$ cat config.mk
export PLATFORM = sky130hd
export DESIGN_NAME = wtc_top
export DESIGN_NICKNAME = d
export VERILOG_FILES = /design/src/wtc_pkg.sv /design/src/wtc_top.sv
export SDC_FILE = /design/constraint.sdc
export NUM_CORES = 1
export LEC_CHECK = 0
export ABC_AREA = 1
export BUFFER_PORTS_ARGS = -buffer_cell sky130_fd_sc_hd__buf_2
export CORE_MARGIN = 2
export CORE_UTILIZATION = 52
export CTS_BUF_LIST = sky130_fd_sc_hd__clkbuf_8
export CTS_CLUSTER_DIAMETER = 150
export DETAILED_ROUTE_END_ITERATION = 8
export PLACE_DENSITY = 0.74
export REMOVE_ABC_BUFFERS = 1
export SYNTH_ARGS = -nofsm -noshare
export SYNTH_HDL_FRONTEND = slang
export SYNTH_SLANG_ARGS = --single-unit
$ cat constraint.sdc
create_clock -name sys_clk_in -period 3.9 [get_ports sys_clk_in]
set_input_delay 0.195 -clock sys_clk_in [delete_from_list [all_inputs] [get_ports sys_clk_in]]
set_output_delay 0.195 -clock sys_clk_in [all_outputs]
set_load 0.05 [all_outputs]
$ cat src/wtc_pkg.sv
// wtc_pkg: constants for the waveform trigger control block.
// assumes a single 125 MHz system clock standing in for the selected source.
`default_nettype none
package wtc_pkg;

    // ***************************************************************
    // register map
    // ***************************************************************
    localparam logic [7:0] WTC_CTRL_OFS = 8'h00;
    localparam logic [7:0] WTC_PERIOD_OFS = 8'h04;
    localparam logic [7:0] WTC_CMD_OFS = 8'h08;
    localparam logic [7:0] WTC_STATUS_OFS = 8'h0C;

    // ctrl fields
    localparam int WTC_CTRL_WAIT_BIT = 0;
    localparam int WTC_CTRL_SLOW_BIT = 1;
    localparam int WTC_CTRL_SRC_LSB = 2;
    localparam int WTC_SRC_NUM = 5;
    localparam logic [31:0] WTC_CTRL_RST = 32'h0000_0001;

    // cmd fields, write one to act
    localparam int WTC_CMD_PLAY_BIT = 0;
    localparam int WTC_CMD_TRIG_BIT = 1;
    localparam int WTC_CMD_STOP_BIT = 2;

    // ***************************************************************
    // timing
    // ***************************************************************
    localparam int WTC_CLK_PERIOD_PS = 8000;
    localparam int WTC_BLOCK_SAMPLES = 80;
    localparam int WTC_FAST_LAT_HALF = 32480;
    localparam int WTC_SLOW_LAT_HALF = 30880;
    localparam int WTC_FAST_LAT_CYC = WTC_FAST_LAT_HALF / 2;
    localparam int WTC_SLOW_LAT_CYC = WTC_SLOW_LAT_HALF / 2;
    localparam int WTC_HOLDOFF_PS = 1400000;
    localparam int WTC_HOLDOFF_CYC = WTC_HOLDOFF_PS / WTC_CLK_PERIOD_PS + 1;
    localparam int WTC_INT_MIN_PS = 1000000;
    localparam int WTC_INT_MIN_CYC =
        (WTC_INT_MIN_PS + WTC_CLK_PERIOD_PS - 1) / WTC_CLK_PERIOD_PS;
    localparam longint WTC_INT_MAX_S = 10;
    localparam int WTC_INT_MAX_CYC =
        int'(WTC_INT_MAX_S * 64'h0000_00E8_D4A5_1000 / WTC_CLK_PERIOD_PS);
    localparam logic [31:0] WTC_PERIOD_RST = 32'h0000_007D;

    typedef enum logic [2:0] {
        WTC_IDLE,
        WTC_ARMED,
        WTC_DELAY,
        WTC_PLAY,
        WTC_HOLDOFF
    } wtc_state_t;

endpackage
`default_nettype wire

$ cat src/wtc_top.sv
// wtc_top: trigger qualification and playout start, apb register access.
// assumes sys_clk_in is the selected clock; playout logic reports wave end.
//
// Behaviour
// - waiting runs start only on post-play trigger
// - five trigger origins, internal 1us..10s
// - detection runs on the selected clock
// - slow timing clock is source divided 80
// - fast latency is 32480 half periods
// - slow latency is 30880 half periods
// - triggers ignored over 1.4us after waveform
// - memory read in 80-sample blocks, aligned
// - fast uncertainty about half sample period
// - sample clock range; rate derived by scaling
// - fast samples every edge, slow on tick
// - off-window trigger lands in adjacent cycle
//
// Implementation choices: the APB slave port and the address map.
`timescale 1ns/1ps
`default_nettype none
module wtc_top
#(
    parameter int FAST_LAT_CYC = wtc_pkg::WTC_FAST_LAT_CYC,
    parameter int SLOW_LAT_CYC = wtc_pkg::WTC_SLOW_LAT_CYC,
    parameter int INT_MAX_CYC = wtc_pkg::WTC_INT_MAX_CYC
)
(
    input wire logic sys_clk_in, // selected clock
    input wire logic sys_rst_in, // sync reset, high
    input wire logic psel_in, // apb select
    input wire logic penable_in, // apb enable
    input wire logic pwrite_in, // apb direction
    input wire logic [7:0] paddr_in, // apb byte address
    input wire logic [31:0] pwdata_in, // apb write data
    output logic [31:0] prdata_out, // apb read data
    output logic pready_out, // apb ready
    output logic pslverr_out, // apb error
    input wire logic ext_a_in, // external trigger a pin
    input wire logic ext_b_in, // external trigger b pin
    input wire logic jump_in, // sequence jump pin
    input wire logic manual_in, // manual trigger control
    input wire logic wave_done_in, // playout reached waveform end
    output logic start_out, // one-cycle start of analog output
    output logic block_rd_out, // 80-sample block read strobe
    output logic playing_out // playout active
);
    import wtc_pkg::*;

    // ***************************************************************
    // helpers
    // ***************************************************************
    function automatic logic [31:0] clamp_period(input logic [31:0] p);
        logic [31:0] r;
        r = p;
        if (p < 32'(WTC_INT_MIN_CYC))
            r = 32'(WTC_INT_MIN_CYC);
        else if (p > 32'(INT_MAX_CYC))
            r = 32'(INT_MAX_CYC);
        return r;
    endfunction

    // ***************************************************************
    // registers
    // ***************************************************************
    logic [31:0] ctrl_reg, ctrl_next;
    logic [31:0] period_reg, period_next;
    logic [31:0] rdata_reg, rdata_next;
    logic err_reg, err_next;
    logic play_cmd, trig_cmd, stop_cmd;
    logic setup_ph, wr_acc, cmd_wr;
    wtc_state_t state_reg, state_next;

    assign setup_ph = psel_in && !penable_in;
    assign wr_acc = psel_in && penable_in && pwrite_in;
    assign cmd_wr = wr_acc && paddr_in == WTC_CMD_OFS;
    assign play_cmd = cmd_wr && pwdata_in[WTC_CMD_PLAY_BIT];
    assign trig_cmd = cmd_wr && pwdata_in[WTC_CMD_TRIG_BIT];
    assign stop_cmd = cmd_wr && pwdata_in[WTC_CMD_STOP_BIT];

    always_comb
    begin
        ctrl_next = ctrl_reg;
        period_next = period_reg;
        rdata_next = rdata_reg;
        err_next = err_reg;
        if (setup_ph)
        begin
            err_next = 1'b0;
            rdata_next = 32'h0000_0000;
            case (paddr_in)
                WTC_CTRL_OFS: rdata_next = ctrl_reg;
                WTC_PERIOD_OFS: rdata_next = period_reg;
                WTC_CMD_OFS: rdata_next = 32'h0000_0000;
                WTC_STATUS_OFS: rdata_next = {29'h0, state_reg};
                default: err_next = 1'b1;
            endcase
        end
        if (wr_acc && paddr_in == WTC_CTRL_OFS)
            ctrl_next = {25'h0, pwdata_in[6:0]};
        if (wr_acc && paddr_in == WTC_PERIOD_OFS)
            period_next = pwdata_in;
    end

    always_ff @(posedge sys_clk_in)
    begin
        if (sys_rst_in)
        begin
            ctrl_reg <= WTC_CTRL_RST;
            period_reg <= WTC_PERIOD_RST;
            rdata_reg <= 32'h0000_0000;
            err_reg <= 1'b0;
        end
        else
        begin
            ctrl_reg <= ctrl_next;
            period_reg <= period_next;
            rdata_reg <= rdata_next;
            err_reg <= err_next;
        end
    end

    assign pready_out = 1'b1;
    assign prdata_out = rdata_reg;
    assign pslverr_out = psel_in && penable_in && err_reg;

    // ***************************************************************
    // pin synchronisers and trigger edges
    // ***************************************************************
    logic [3:0] meta_reg, sync_reg, prev_reg;
    logic [3:0] meta_next, sync_next, prev_next;
    logic [3:0] pin_edge;

    always_comb
    begin
        meta_next = {manual_in, jump_in, ext_b_in, ext_a_in};
        sync_next = meta_reg;
        prev_next = sync_reg;
    end

    always_ff @(posedge sys_clk_in)
    begin
        if (sys_rst_in)
        begin
            meta_reg <= 4'h0;
            sync_reg <= 4'h0;
            prev_reg <= 4'h0;
        end
        else
        begin
            meta_reg <= meta_next;
            sync_reg <= sync_next;
            prev_reg <= prev_next;
        end
    end

    assign pin_edge = sync_reg & ~prev_reg;

    // ***************************************************************
    // internal generator, sync divider, trigger gating
    // ***************************************************************
    logic [31:0] int_cnt_reg, int_cnt_next;
    logic [6:0] div_reg, div_next;
    logic [15:0] cnt_reg, cnt_next;
    logic pend_reg, pend_next;
    logic int_tick, sync_tick, slow_mode, raw_trig, trig_take;
    logic [4:0] src_hit;

    assign slow_mode = ctrl_reg[WTC_CTRL_SLOW_BIT];
    assign int_tick = int_cnt_reg >= clamp_period(period_reg) - 32'h1;
    assign sync_tick = div_reg == 7'(WTC_BLOCK_SAMPLES - 1);
    assign src_hit = {pin_edge, int_tick};
    assign raw_trig = |(src_hit & ctrl_reg[WTC_CTRL_SRC_LSB +: WTC_SRC_NUM])
        || trig_cmd;
    // fast takes every cycle; slow holds a pending edge to the next tick
    assign trig_take = slow_mode ? (pend_reg || raw_trig) && sync_tick
        : raw_trig;

    always_comb
    begin
        int_cnt_next = int_tick ? 32'h0 : int_cnt_reg + 32'h1;
        div_next = sync_tick ? 7'h00 : div_reg + 7'h01;
        pend_next = pend_reg;
        if (state_reg != WTC_ARMED || trig_take)
            pend_next = 1'b0;
        else if (raw_trig)
            pend_next = 1'b1;
    end

    always_ff @(posedge sys_clk_in)
    begin
        if (sys_rst_in)
        begin
            int_cnt_reg <= 32'h0;
            div_reg <= 7'h00;
            pend_reg <= 1'b0;
        end
        else
        begin
            int_cnt_reg <= int_cnt_next;
            div_reg <= div_next;
            pend_reg <= pend_next;
        end
    end

    // ***************************************************************
    // start sequencer
    // ***************************************************************
    logic fire, start_next, blk_next, play_next;

    assign fire = state_reg == WTC_ARMED
        && (trig_take || !ctrl_reg[WTC_CTRL_WAIT_BIT]);

    always_comb
    begin
        state_next = state_reg;
        cnt_next = cnt_reg;
        case (state_reg)
            WTC_IDLE:
                if (play_cmd)
                    state_next = WTC_ARMED;
            WTC_ARMED:
                if (fire)
                begin
                    state_next = WTC_DELAY;
                    cnt_next = slow_mode ? 16'(SLOW_LAT_CYC - 1)
                        : 16'(FAST_LAT_CYC - 1);
                end
            WTC_DELAY:
                if (cnt_reg == 16'h0)
                    state_next = WTC_PLAY;
                else
                    cnt_next = cnt_reg - 16'h1;
            WTC_PLAY:
                if (wave_done_in)
                begin
                    state_next = WTC_HOLDOFF;
                    cnt_next = 16'(WTC_HOLDOFF_CYC - 1);
                end
            WTC_HOLDOFF:
                if (cnt_reg == 16'h0)
                    state_next = WTC_ARMED;
                else
                    cnt_next = cnt_reg - 16'h1;
            default:
                state_next = WTC_IDLE;
        endcase
        if (stop_cmd)
            state_next = WTC_IDLE;
        start_next = state_reg == WTC_DELAY && cnt_reg == 16'h0
            && !stop_cmd;
        blk_next = state_next == WTC_PLAY && div_next == 7'h00;
        play_next = state_next == WTC_PLAY;
    end

    always_ff @(posedge sys_clk_in)
    begin
        if (sys_rst_in)
        begin
            state_reg <= WTC_IDLE;
            cnt_reg <= 16'h0;
            start_out <= 1'b0;
            block_rd_out <= 1'b0;
            playing_out <= 1'b0;
        end
        else
        begin
            state_reg <= state_next;
            cnt_reg <= cnt_next;
            start_out <= start_next;
            block_rd_out <= blk_next;
            playing_out <= play_next;
        end
    end
endmodule
`default_nettype wire

# Word level (Yosys, flattened, before mapping)
# Index checks and enable logic that the tools add are counted.
[totals] register_bits=146 input_bits=50 out_inout_bits=37
[classes] n_addsub=4 order_cmp=3 eq_ne=13 mux=18 bitwise_logic=3 n_reduce_logical=33
[op_table] cell="case mux 32 bit (3 select lines)" n=1
[op_table] cell="two-way mux 32 bit" n=2
[op_table] cell="two-way mux 16 bit" n=3
[op_table] cell="case mux 16 bit (3 select lines)" n=1
[op_table] cell="adder 32 x 1 -> 32 bit, second input constant" n=1
[op_table] cell=">= comparator 32 bit" n=1
[op_table] cell="> comparator 32 x 31 -> 1 bit, second input constant" n=1
[op_table] cell="< comparator 32 x 7 -> 1 bit, second input constant" n=1
[op_table] cell="subtractor 32 x 1 -> 32 bit, second input constant" n=1
[op_table] cell="two-way mux 3 bit" n=6
[op_table] cell="== test 8 x 4 -> 1 bit, second input constant" n=2
[op_table] cell="zero test 16 bit" n=1
[op_table] cell="subtractor 16 x 1 -> 16 bit, second input constant" n=1
[op_table] cell="logical AND 1 bit" n=15
[op_table] cell="case mux 3 bit (5 select lines)" n=1
[op_table] cell="two-way mux 10 bit" n=1
[op_table] cell="== test 3 x 2 -> 1 bit, second input constant" n=3
[op_table] cell="== test 8 x 3 -> 1 bit, second input constant" n=1
[op_table] cell="zero test 8 bit" n=1
[op_table] cell="adder 7 x 1 -> 7 bit, second input constant" n=1
[op_table] cell="== test 7 bit, second input constant" n=1
[op_table] cell="zero test 7 bit" n=1
[op_table] cell="two-way mux 7 bit" n=1
[op_table] cell="inequality test 2 bit, second input constant" n=3
[op_table] cell="15 further kinds" n=23

# Depth between registers and ports, before layout
# Gate-level depths: netlist (run 1).
[logic_depth] depth_word=18 depth_mapped=35 depth_no_buf=32

# Least setup slack after synthesis (run 1)
# No wires, ideal clock.
[synth_timing] path_kind="reg-to-reg" startpoint="reg period_reg[3]" endpoint="reg block_rd_out" setup_ns=0.112 arrival_time_ns=3.798 required_time_ns=3.788 setup_slack_ns=-0.011 stages_incl_launch_ff=31 path_buffers=2 cell_sequence="dfxtp_1 -> inv_1 -> nor3_1 -> nand3_1 -> nand4_2 -> buf_4 -> a21boi_1 -> ha_1 -> inv_1 -> nor2_8 -> inv_2 -> nor2_2 -> xor2_1 -> inv_1 -> ha_1 -> nand2_1 -> nor2_1 -> nand2_1 -> nor2_1 -> nor2_1 -> nand2_1 -> nand2_1 -> nand2_1 -> nand2_1 -> nand3_1 -> nand2_1 -> nand3_1 -> buf_2 -> nand3b_1 -> nand3_1 -> nor2_1"
[synth_between] elab_chain_len=18 elab_cells_between_ends=19 cone_classes="add/sub (1); order compare (3); eq/ne (1); mux (6); bitwise (1); reduce/logical (7)"
[synth_lines] item="from (decl)" line_no="wtc_top.sv:66" rtl="logic [31:0] period_reg, period_next;"
[synth_lines] item="from (signal assigned)" line_no="wtc_top.sv:116" rtl="period_reg <= period_next;"
[synth_lines] item="> comparator 32 x 31 -> 1 bit" line_no="wtc_top.sv:57" rtl="else if (p > 32'(INT_MAX_CYC))"
[synth_lines] item="two-way mux 32 bit" line_no="wtc_top.sv:57"
[synth_lines] item="two-way mux 32 bit (*)" line_no="wtc_top.sv:55" rtl="if (p < 32'(WTC_INT_MIN_CYC))"
[synth_lines] item="subtractor 32 x 1 -> 32 bit (*)" line_no="wtc_top.sv:169" rtl="assign int_tick = int_cnt_reg >= clamp_period(period_reg) - 32'h1;"
[synth_lines] item=">= comparator 32 bit (*)" line_no="wtc_top.sv:169"
[synth_lines] item="bitwise AND 5 bit (*)" line_no="wtc_top.sv:172" rtl="assign raw_trig = |(src_hit & ctrl_reg[WTC_CTRL_SRC_LSB +: WTC_SRC_NUM])"
[synth_lines] item="OR reduction 5 bit (*)" line_no="wtc_top.sv:172"
[synth_lines] item="logical OR 1 bit (*)" line_no="wtc_top.sv:173" rtl="|| trig_cmd;"
[synth_lines] item="[... 2 more ...]"
[synth_lines] item="two-way mux 1 bit (*)" line_no="wtc_top.sv:175" rtl="assign trig_take = slow_mode ? (pend_reg || raw_trig) && sync_tick"
[synth_lines] item="logical OR 1 bit (*)" line_no="wtc_top.sv:211" rtl="&& (trig_take || !ctrl_reg[WTC_CTRL_WAIT_BIT]);"
[synth_lines] item="logical AND 1 bit (*)" line_no="wtc_top.sv:211"
[synth_lines] item="two-way mux 3 bit (*)" line_no="wtc_top.sv:222" rtl="if (fire)"
[synth_lines] item="case mux 3 bit (5 select lines) (*)" line_no="wtc_top.sv:217" rtl="case (state_reg)"
[synth_lines] item="two-way mux 3 bit (*)" line_no="wtc_top.sv:247" rtl="if (stop_cmd)"
[synth_lines] item="== test 3 x 2 -> 1 bit (*)" line_no="wtc_top.sv:251" rtl="blk_next = state_next == WTC_PLAY && div_next == 7'h00;"
[synth_lines] item="logical AND 1 bit (*)" line_no="wtc_top.sv:251"
[synth_lines] item="to (signal assigned)" line_no="wtc_top.sv:270" rtl="block_rd_out <= blk_next;"
[synth_lines] item="to (decl)" line_no="wtc_top.sv:44" rtl="output logic block_rd_out,"
# Mark *: on every way between the ends. The rest lies on a longest branch, timed or not.
# A chain may end at the register's enable or synchronous reset.

# Worst setup path in the final report (run 1)
[layout_timing] startpoint="reg period_reg[22]" endpoint="reg cnt_reg[1]"
[layout_between] elab_chain_len=15 elab_cells_between_ends=16 cone_classes="add/sub (1); order compare (3); eq/ne (1); mux (3); bitwise (1); reduce/logical (7)"
[layout_lines] item="> comparator 32 x 31 -> 1 bit" line_no="wtc_top.sv:57"
[layout_lines] item="two-way mux 32 bit" line_no="wtc_top.sv:57"
[layout_lines] item="two-way mux 32 bit (*)" line_no="wtc_top.sv:55"
[layout_lines] item="subtractor 32 x 1 -> 32 bit (*)" line_no="wtc_top.sv:169"
[layout_lines] item=">= comparator 32 bit (*)" line_no="wtc_top.sv:169"
[layout_lines] item="bitwise AND 5 bit (*)" line_no="wtc_top.sv:172"
[layout_lines] item="OR reduction 5 bit (*)" line_no="wtc_top.sv:172"
[layout_lines] item="logical OR 1 bit (*)" line_no="wtc_top.sv:173"
[layout_lines] item="logical OR 1 bit" line_no="wtc_top.sv:175"
[layout_lines] item="logical AND 1 bit" line_no="wtc_top.sv:175"
[layout_lines] item="two-way mux 1 bit (*)" line_no="wtc_top.sv:175"
[layout_lines] item="logical OR 1 bit (*)" line_no="wtc_top.sv:211"
[layout_lines] item="logical AND 1 bit (*)" line_no="wtc_top.sv:211"
[layout_lines] item="inequality test 2 bit (no source line) (*)"
[layout_lines] item="AND reduction 4 bit (no source line) (*)"
[layout_lines] item="to (signal assigned)" line_no="wtc_top.sv:268" rtl="cnt_reg <= cnt_next;"
[layout_lines] item="to (decl)" line_no="wtc_top.sv:163" rtl="logic [15:0] cnt_reg, cnt_next;"
# Marks and branches as above.

==> results.toml, run 1 <==
[yosys]
ys_top_cells_by_area = "dfxtp_1 (34%), nand2_1 (11%), inv_1 (7.4%), nor2_1 (7.1%), a21oi_1 (5.8%)"
synth-seq-cells = 146
ys.flop_type = "dfxtp_1"
yosysUniqueCellTypes = 54
synthesis.area_mm2 = 0.00857
syn-instance-count = 1254
ys_top_cells_by_count = "nand2_1 (256), inv_1 (169), nor2_1 (163), dfxtp_1 (146), a21oi_1 (99)"
avgSynthCellArea_um2 = 6.83
synth_edf_count = 0
yosys.area.top_type = "dfxtp_1"
ys_async_sr_fraction_pct = 0
ys_seq_area_share_pct = 34.1
ys_warn_count = 0
yosysMostFrequentCell = "nand2_1"
synth_top_area_share_pct = 34.1

[job]
drv_cap = 0

[final_layout]
multi_input_area_mm2 = 0.00507
nNetsFinal = 1545
layout-drive-gt1-share_pct = 24.5
fin_cells = 1687
antenna_cells = 0
seqCellArea_mm2 = 0.00293
area_delta_synth_final_pct = 29.0
post-route-util_pct = 69.1
fill_cells = 1361

[global_routing]
grtUsageTotal_pct = 25.9
grt-ovfl-total = 0
grt_max_degree = 63
grt_pass1_wl_um = 37500
first_global_vias = 8209
grt_antenna_before_repair = 0

[critical_path]
cp_max_fo = 9
critPathLaunchType = "flop"
required_ns = 4.27
cp.arrival_ns = 4.63
path_class = "flop to flop"
worstSetupEndpointType = "flop"
crit_path_top_delay_cell = "nor4_4"
critPathMaxStageDelay_ns = 0.34

[timing]
skew_ns = 0.0164
final_hold_viol_count = 0
setup_ws_ns = -0.356
period_share_pct = 109
setup_tns_ns = -5.42
worst_pin_slew_ns = 0.996
period_needed_ns = 4.26
rsz0062_at_grt = "yes"
fmax_mhz = 235
relSlewSlack_pct = 33.5
maxSlewViolCount = 0
setup_viol = 20

[pwr]
power.switching_mw = 0.769
leakagePower_nw = 5.11
pwr-share-clk_pct = 43.5
peakVddDrop_v = 0.000345
p_int_mw = 2.17
comb_power_share_pct = 5.2
seq_power_share_pct = 51.4
sw_frac_of_total_pct = 26.2
power_density_mw_per_mm2 = 265
p_total_mw = 2.93

[clocking]
clk_pin_slew_worst_paths_ns = 0.09
cts-root-buf = "clkbuf_8"
cts_made_buffers = 17
cts_buffer_depth = 2
clk_latency_ns = 0.48
cts.sink_count = 146
cts_max_level = 4
cts_tree = "done"

[detailed_routing]
wirelength_um = 23000
wl_per_cell_um = 13.7
firstDrtPassIters = 5
drc = 0
final_antenna_net_count = 0
drtIter0Drc = 438
routed-via-count = 8651
routed_via_density = 5.13

[placement]
place_ws_ns = -0.237
portBuffers = 85
dp_cells = 1617
hpwl_um = 16300
gp_congestion = 0.913

[floorplan]
die_x_um = 132
dieArea_mm2 = 0.0175
core_mm2 = 0.0160
die_y_um = 132
io_pins = 87
start_util_pct = 53.6
rows = 46

[status]
violations = "setup timing"
status = "complete, but fails checks"

[worst_hold_path]
hold_class = "input port to flop"
worst max-delay path: cells and delay by family, from the launching register on:
kind	cells	cell delay, ns
adder cells (fa/ha/maj)	2	0.49
buffers and inverters	6	0.80
flip-flops	1	0.33
AND/OR/NAND/NOR	25	2.50
routing by layer:
metal,GRT usage (%),vias up,routed length [µm]
met3,4.31,34,988
li1,-,4456,-
met4,7.71,0,393
met5,0,-,0
met1,31.1,3948,9920
met2,47.1,213,11700
cells by family after synthesis:
family / synth area share [%]
XOR/XNOR: 4.80
other: 0.0438
AO/OA/AOI/OAI: 11.2
adder cells (fa/ha/maj): 5.40
flip-flops: 34.1
buffers and inverters: 10.3
AND/OR/NAND/NOR: 34.2
power groups by stage:
stage          Sequential (mW)  Clock, mW  Combinational (mW)
3_5_place_dp              1.54          0               0.118
5_1_grt                   1.51       1.36               0.167
2_1_floorplan             1.54          0              0.0552
3_3_place_gp              1.54          0               0.117
6_report                  1.51       1.27               0.151
4_1_cts                   1.51       1.30               0.140
repair_timing:
| action | in CTS | in global routing |
|---|---|---|
| hold buffers | 27 | 0 |
| resized for setup | 40 | 54 |
| pin swaps | 2 | 22 |
| endpoints found under the setup margin | 20 | 53 |
| buffers inserted | 2 | 5 |
| gates cloned | 1 | 3 |
| hold endpoints to repair | 29 | 0 |
layout make-up:
type | count | area share, %
inverter | 179 | 6.10
tap | 216 | 2.44
timing repair buffer | 225 | 15.3
clock buffer | 17 | 2.12
clock inverter | 15 | 1.71
multi-input combinational | 889 | 45.8
sequential | 146 | 26.5
placed cells by master (no fill, tap or decap), types with 6 or more instances in the layout:
cell type	count
a21oi_1	95
buf_2	85
buf_4	99
clkbuf_8	17
dfxtp_1	142
dlygate4sd3_1	27
ha_1	35
inv_1	166
inv_2	11
nand2_1	236
nand2_2	22
nand2_4	10
nand3_1	76
nand3_2	10
nand3_4	7
nand4_1	33
nor2_1	140
nor2_2	30
nor2_4	8
nor3_1	23
nor4_1	6
o211ai_1	8
o21ai_0	40
xnor2_1	13
xor2_1	31
metrics by stage:
stage,hold WS (ns),area (µm²)
final,0.0305,11100
after global routing,0.0207,11100
after CTS,0.00243,10700
after detailed placement,0.393,9870
after global placement,0.389,9870
after floorplan,0.264,8370
worst paths after layout:
path	start	endpoint	slack (ns)	depth (start not counted)
max reg2reg	period_reg[22]	cnt_reg[1]	-0.36	33
max	period_reg[22]	cnt_reg[1]	-0.36	33
min reg2reg	meta_reg[0]	prev_next[0]	0.41	2
min	pwdata_in[13]	period_reg[13]	0.03	3
Power figures use the tool's default switching activity.
==> run 2: changes to the inputs <==
- CORE_MARGIN: 2 -> not set
- PLACE_DENSITY: 0.74 -> 0.72
- clock period: 3.9 -> 4.3 ns (I/O delays scaled with it)
==> results.toml, run 2 (synthesized netlist as in run 1, its figures left out) <==
[floorplan]
rows = 46
io_pins = 87
die_x_um = 130
die_y_um = 130
core_mm2 = 0.0160
dieArea_mm2 = 0.0170
start_util_pct = 53.6

[placement]
hpwl_um = 15500
dp_cells = 1536
placed_cell_area_mm2 = 0.00925
portBuffers = 85
gp_congestion = 0.936

[final_layout]
area_delta_synth_final_pct = 23.3
layout-drive-gt1-share_pct = 22.3
antenna_cells = 0
post-route-util_pct = 66.0
fin_cells = 1610
seqCellArea_mm2 = 0.00294
final_common_cell = "nand2_1"
multi_input_area_mm2 = 0.00519
fill_cells = 1465
most-common-layout-cells = "nand2_1 (234), inv_1 (164), nor2_1 (140)"
design_area_mm2 = 0.0106
nNetsFinal = 1468

[timing]
period_share_pct = 99.5
period_needed_ns = 4.28
fmax_mhz = 234
maxSlewViolCount = 0
hold_slack_ns = 0.0209
rsz0062_at_grt = "yes"
relSlewSlack_pct = 36.9
skew_ns = 0.0189
worst_pin_slew_ns = 0.945
setup_tns_ns = 0
final_hold_viol_count = 0
setup_viol = 0

[global_routing]
grtUsageTotal_pct = 25.4
grt_max_degree = 55
grt-ovfl-total = 0
grt_pass1_wl_um = 34400
grt_antenna_before_repair = 0
first_global_vias = 7374

[worst_hold_path]
hold_depth = 3
min-delay-start = "pwdata_in[2]"
hold_path_end = "period_reg[2]"
hold_class = "input port to flop"

[critical_path]
critPathLaunchType = "flop"
timing.rr.start = "period_reg[27]"
path_class = "flop to flop"
crit_path_top_delay_cell = "dfxtp_2"
cp.arrival_ns = 4.67
critPathMaxStageDelay_ns = 0.37
cp_common_cell = "nand2_1"
worstSetupEndpointType = "flop"
r2r_cells = 30
rrSetupSlack_ns = 0.02
cp_max_fo = 13
required_ns = 4.69
timing.rr.end = "cnt_reg[14]"

[clocking]
clk_latency_ns = 0.47
cts_buffer_depth = 2
cts_max_level = 4
cts_tree = "done"
clk_pin_slew_worst_paths_ns = 0.09
cts-root-buf = "clkbuf_8"
cts_made_buffers = 17
cts.sink_count = 146

[status]
status = "finished clean"

[detailed_routing]
routed_via_density = 5.27
final_antenna_net_count = 0
firstDrtPassIters = 6
wirelength_um = 22400
wl_per_cell_um = 13.9
drtIter0Drc = 594
drc = 0
routed-via-count = 8486

[job]
drv_cap = 0

[pwr]
peakVddDrop_v = 0.000212
power_density_mw_per_mm2 = 251
leakagePower_nw = 4.77
## run 2: changes by cell type in the layout (fill, tap and decap cells not counted), sizes merged
cell,change
dlygate4sd3,-14
buf,-62
bufbuf,-1
clkinvlp,+2
clkinv,-2
## run 2: repair_timing
action                                 4_1_cts  5_1_grt
resized for setup                            0      136
setup endpoints to repair                    0       52
endpoints found under the hold margin       13        0
hold buffers                                13        0
setup buffers                                0       25
## run 2: per-layer routing
layer / share of wire [%] / track usage, % / vias up
met5: 0 / 0 / -
met4: 1.7 / 7.44 / 0
met3: 4.9 / 5.21 / 38
met2: 49 / 43.9 / 234
met1: 44 / 32.0 / 3910
li1: - / - / 4304
## run 2: stage by stage
stage / power (mW) / setup slack (ns)
floorplan: 1.45 / 0.0463
global placement: 1.50 / 0.161
detailed placement: 1.51 / 0.0546
CTS: 2.66 / 0.0366
global route: 2.74 / -0.299
finish: 2.65 / 0.0215
## run 2: worst max-delay path by stage
| stage | startpoint | to | slack [ns] | cells after the start |
|---|---|---|---|---|
| after detailed placement | period_reg[25] | block_rd_out | 0.05 | 28 |
| after floorplan | period_reg[14] | cnt_reg[5] | 0.05 | 32 |
| after global placement | period_reg[14] | block_rd_out | 0.16 | 28 |
| after global routing | period_reg[12] | cnt_reg[1] | -0.30 | 31 |
| after CTS | period_reg[27] | block_rd_out | 0.04 | 28 |
| final | period_reg[27] | cnt_reg[14] | 0.02 | 30 |
## run 2: worst max-delay path, delay by kind of cell, from the launching register on
family                     cells  cell delay, ns
DFF                            1            0.37
xor gates and xnor gates       1            0.24
and+or+nand+nor               20            2.26
adders and majority gates      1            0.29
AOI/OAI and AO/OA              2            0.30
buffers and inverters          6            0.72
## run 2: layout make-up
type | count | area share (%)
Clock buffer | 17 | 2.21
Tap cell | 216 | 2.56
Multi-Input combinational cell | 889 | 49.1
Sequential cell | 146 | 27.8
Inverter | 179 | 6.45
Timing Repair Buffer | 148 | 10.0
Clock inverter | 15 | 1.76
## run 2: where the power goes
part / leakage (nW) / internal [mW] / total (mW) / switching [mW]
clock network: 0.200 / 0.542 / 1.16 / 0.622
logic: 3.38 / 0.0465 / 0.119 / 0.0723
registers: 1.19 / 1.36 / 1.37 / 0.00645
total: 4.77 / 1.95 / 2.65 / 0.700
==> run 3: changes to the inputs <==
- HOLD_SLACK_MARGIN: not set -> 0.15
- SLEW_MARGIN: not set -> 20
==> results.toml, run 3 (synthesized netlist as in run 1, its figures left out) <==
[status]
status = "complete, but fails checks"
violations = "setup timing"

[detailed_routing]
wl_per_cell_um = 13.9
routed_via_density = 5.21
final_antenna_net_count = 0
routed-via-count = 8541
wirelength_um = 22800
drc = 0
drtIter0Drc = 565
firstDrtPassIters = 5

[placement]
portBuffers = 85
placed_cell_area_mm2 = 0.00925
gp_congestion = 0.936
hpwl_um = 15500

[final_layout]
nNetsFinal = 1496
post-route-util_pct = 67.6
design_area_mm2 = 0.0108
antenna_cells = 0
fill_cells = 1416
layout-drive-gt1-share_pct = 21.6
area_delta_synth_final_pct = 26.2
most-common-layout-cells = "nand2_1 (235), inv_1 (165), nor2_1 (141)"
final_common_cell = "nand2_1"

[worst_hold_path]
hold_class = "input port to flop"

[global_routing]
grt_pass1_wl_um = 35000
grtUsageTotal_pct = 25.9
first_global_vias = 7542
grt_antenna_before_repair = 0
grt-ovfl-total = 0
grt_max_degree = 55

[critical_path]
cp_top_family = "simple AND/OR/NAND/NOR gates"
required_ns = 4.70
critPathBufInv = 6
cp_max_fo = 13
cp_common_cell = "nand2_1"
path_class = "flop to flop"
crit_path_top_delay_cell = "dfxtp_2"
worstSetupEndpointType = "flop"
cp.arrival_ns = 4.75
critPathMaxStageDelay_ns = 0.36
critPathLaunchType = "flop"

[timing]
worst_pin_slew_ns = 0.973
period_needed_ns = 4.35
setup_tns_ns = -0.322
relSlewSlack_pct = 35.1
setup_viol = 15
fmax_mhz = 230
rsz0062_at_grt = "yes"
period_share_pct = 101
maxSlewViolCount = 0
skew_ns = 0.0177
final_hold_viol_count = 0
setup_ws_ns = -0.0510

[pwr]
peakVddDrop_v = 0.000215
leakagePower_nw = 4.88
power_density_mw_per_mm2 = 247
p_total_mw = 2.67

[floorplan]
dieArea_mm2 = 0.0170
core_mm2 = 0.0160
start_util_pct = 53.6
rows = 46
io_pins = 87
die_x_um = 130
die_y_um = 130

[clocking]
cts_max_level = 4
cts_buffer_depth = 2
cts.sink_count = 146
clk_latency_ns = 0.47
cts_tree = "done"
cts_made_buffers = 17
cts-root-buf = "clkbuf_8"
clk_pin_slew_worst_paths_ns = 0.10

[job]
drv_cap = 0
[run 3: area by class of cell]
cell class              instances  area (µm²)  share of cell area, %
clock buffers                  17         234                   2.16
multi-input cells             889        5160                   47.7
repair buffers                176        1340                   12.4
clock inverters                15         186                   1.72
inverters                     179         682                   6.30
well taps                     216         270                   2.50
flip-flops and latches        146        2940                   27.2
[run 3: through the flow]
| stage | setup slack (ns) | hold slack [ns] | std cells |
|---|---|---|---|
| floorplan | 0.0463 | 0.284 | 1214 |
| global placement | 0.161 | 0.388 | 1536 |
| global route | -0.310 | 0.303 | 1638 |
| finish | -0.0510 | 0.233 | 1638 |
| CTS | 0.0366 | 0.224 | 1609 |
| detailed placement | 0.0546 | 0.396 | 1536 |
[run 3: what timing repair did]
item / in CTS / in global routing
hold buffers: 41 / 0
setup buffers: 0 / 25
setup endpoints to repair: 0 / 52
endpoints found under the hold margin: 51 / 0
resized for setup: 0 / 131
[run 3: worst paths after layout]
kind | cells past startpoint | endpoint | from | slack [ns]
worst max register to register | 30 | cnt_reg[15] | period_reg[27] | -0.05
worst min register to register | 2 | prev_next[0] | meta_reg[0] | 0.41
worst min-delay path | 6 | prdata_out[1] | paddr_in[2] | 0.23
worst max-delay path | 30 | cnt_reg[15] | period_reg[27] | -0.05
[run 3: worst reg2reg max path, delay by kind of cell (launching register included)]
kind	cells	cell delay, ns
buffers and inverters	6	0.73
adder cells (fa/ha/maj)	1	0.32
AO/OA/AOI/OAI	2	0.31
AND/OR/NAND/NOR	20	2.27
XOR/XNOR	1	0.31
flip-flops	1	0.36
[run 3: report_power, final]
part / switching, mW / internal [mW]
registers: 0.00662 / 1.36
clock network: 0.626 / 0.542
logic: 0.0770 / 0.0624
total: 0.710 / 1.96
[run 3: routing by layer]
| layer | global-route usage [%] | part of all wire (%) | vias up |
|---|---|---|---|
| met3 | 4.97 | 4.3 | 46 |
| met2 | 44.9 | 50 | 236 |
| met4 | 7.78 | 1.8 | 0 |
| met5 | 0 | 0 | - |
| met1 | 32.5 | 44 | 3905 |
| li1 | - | - | 4354 |
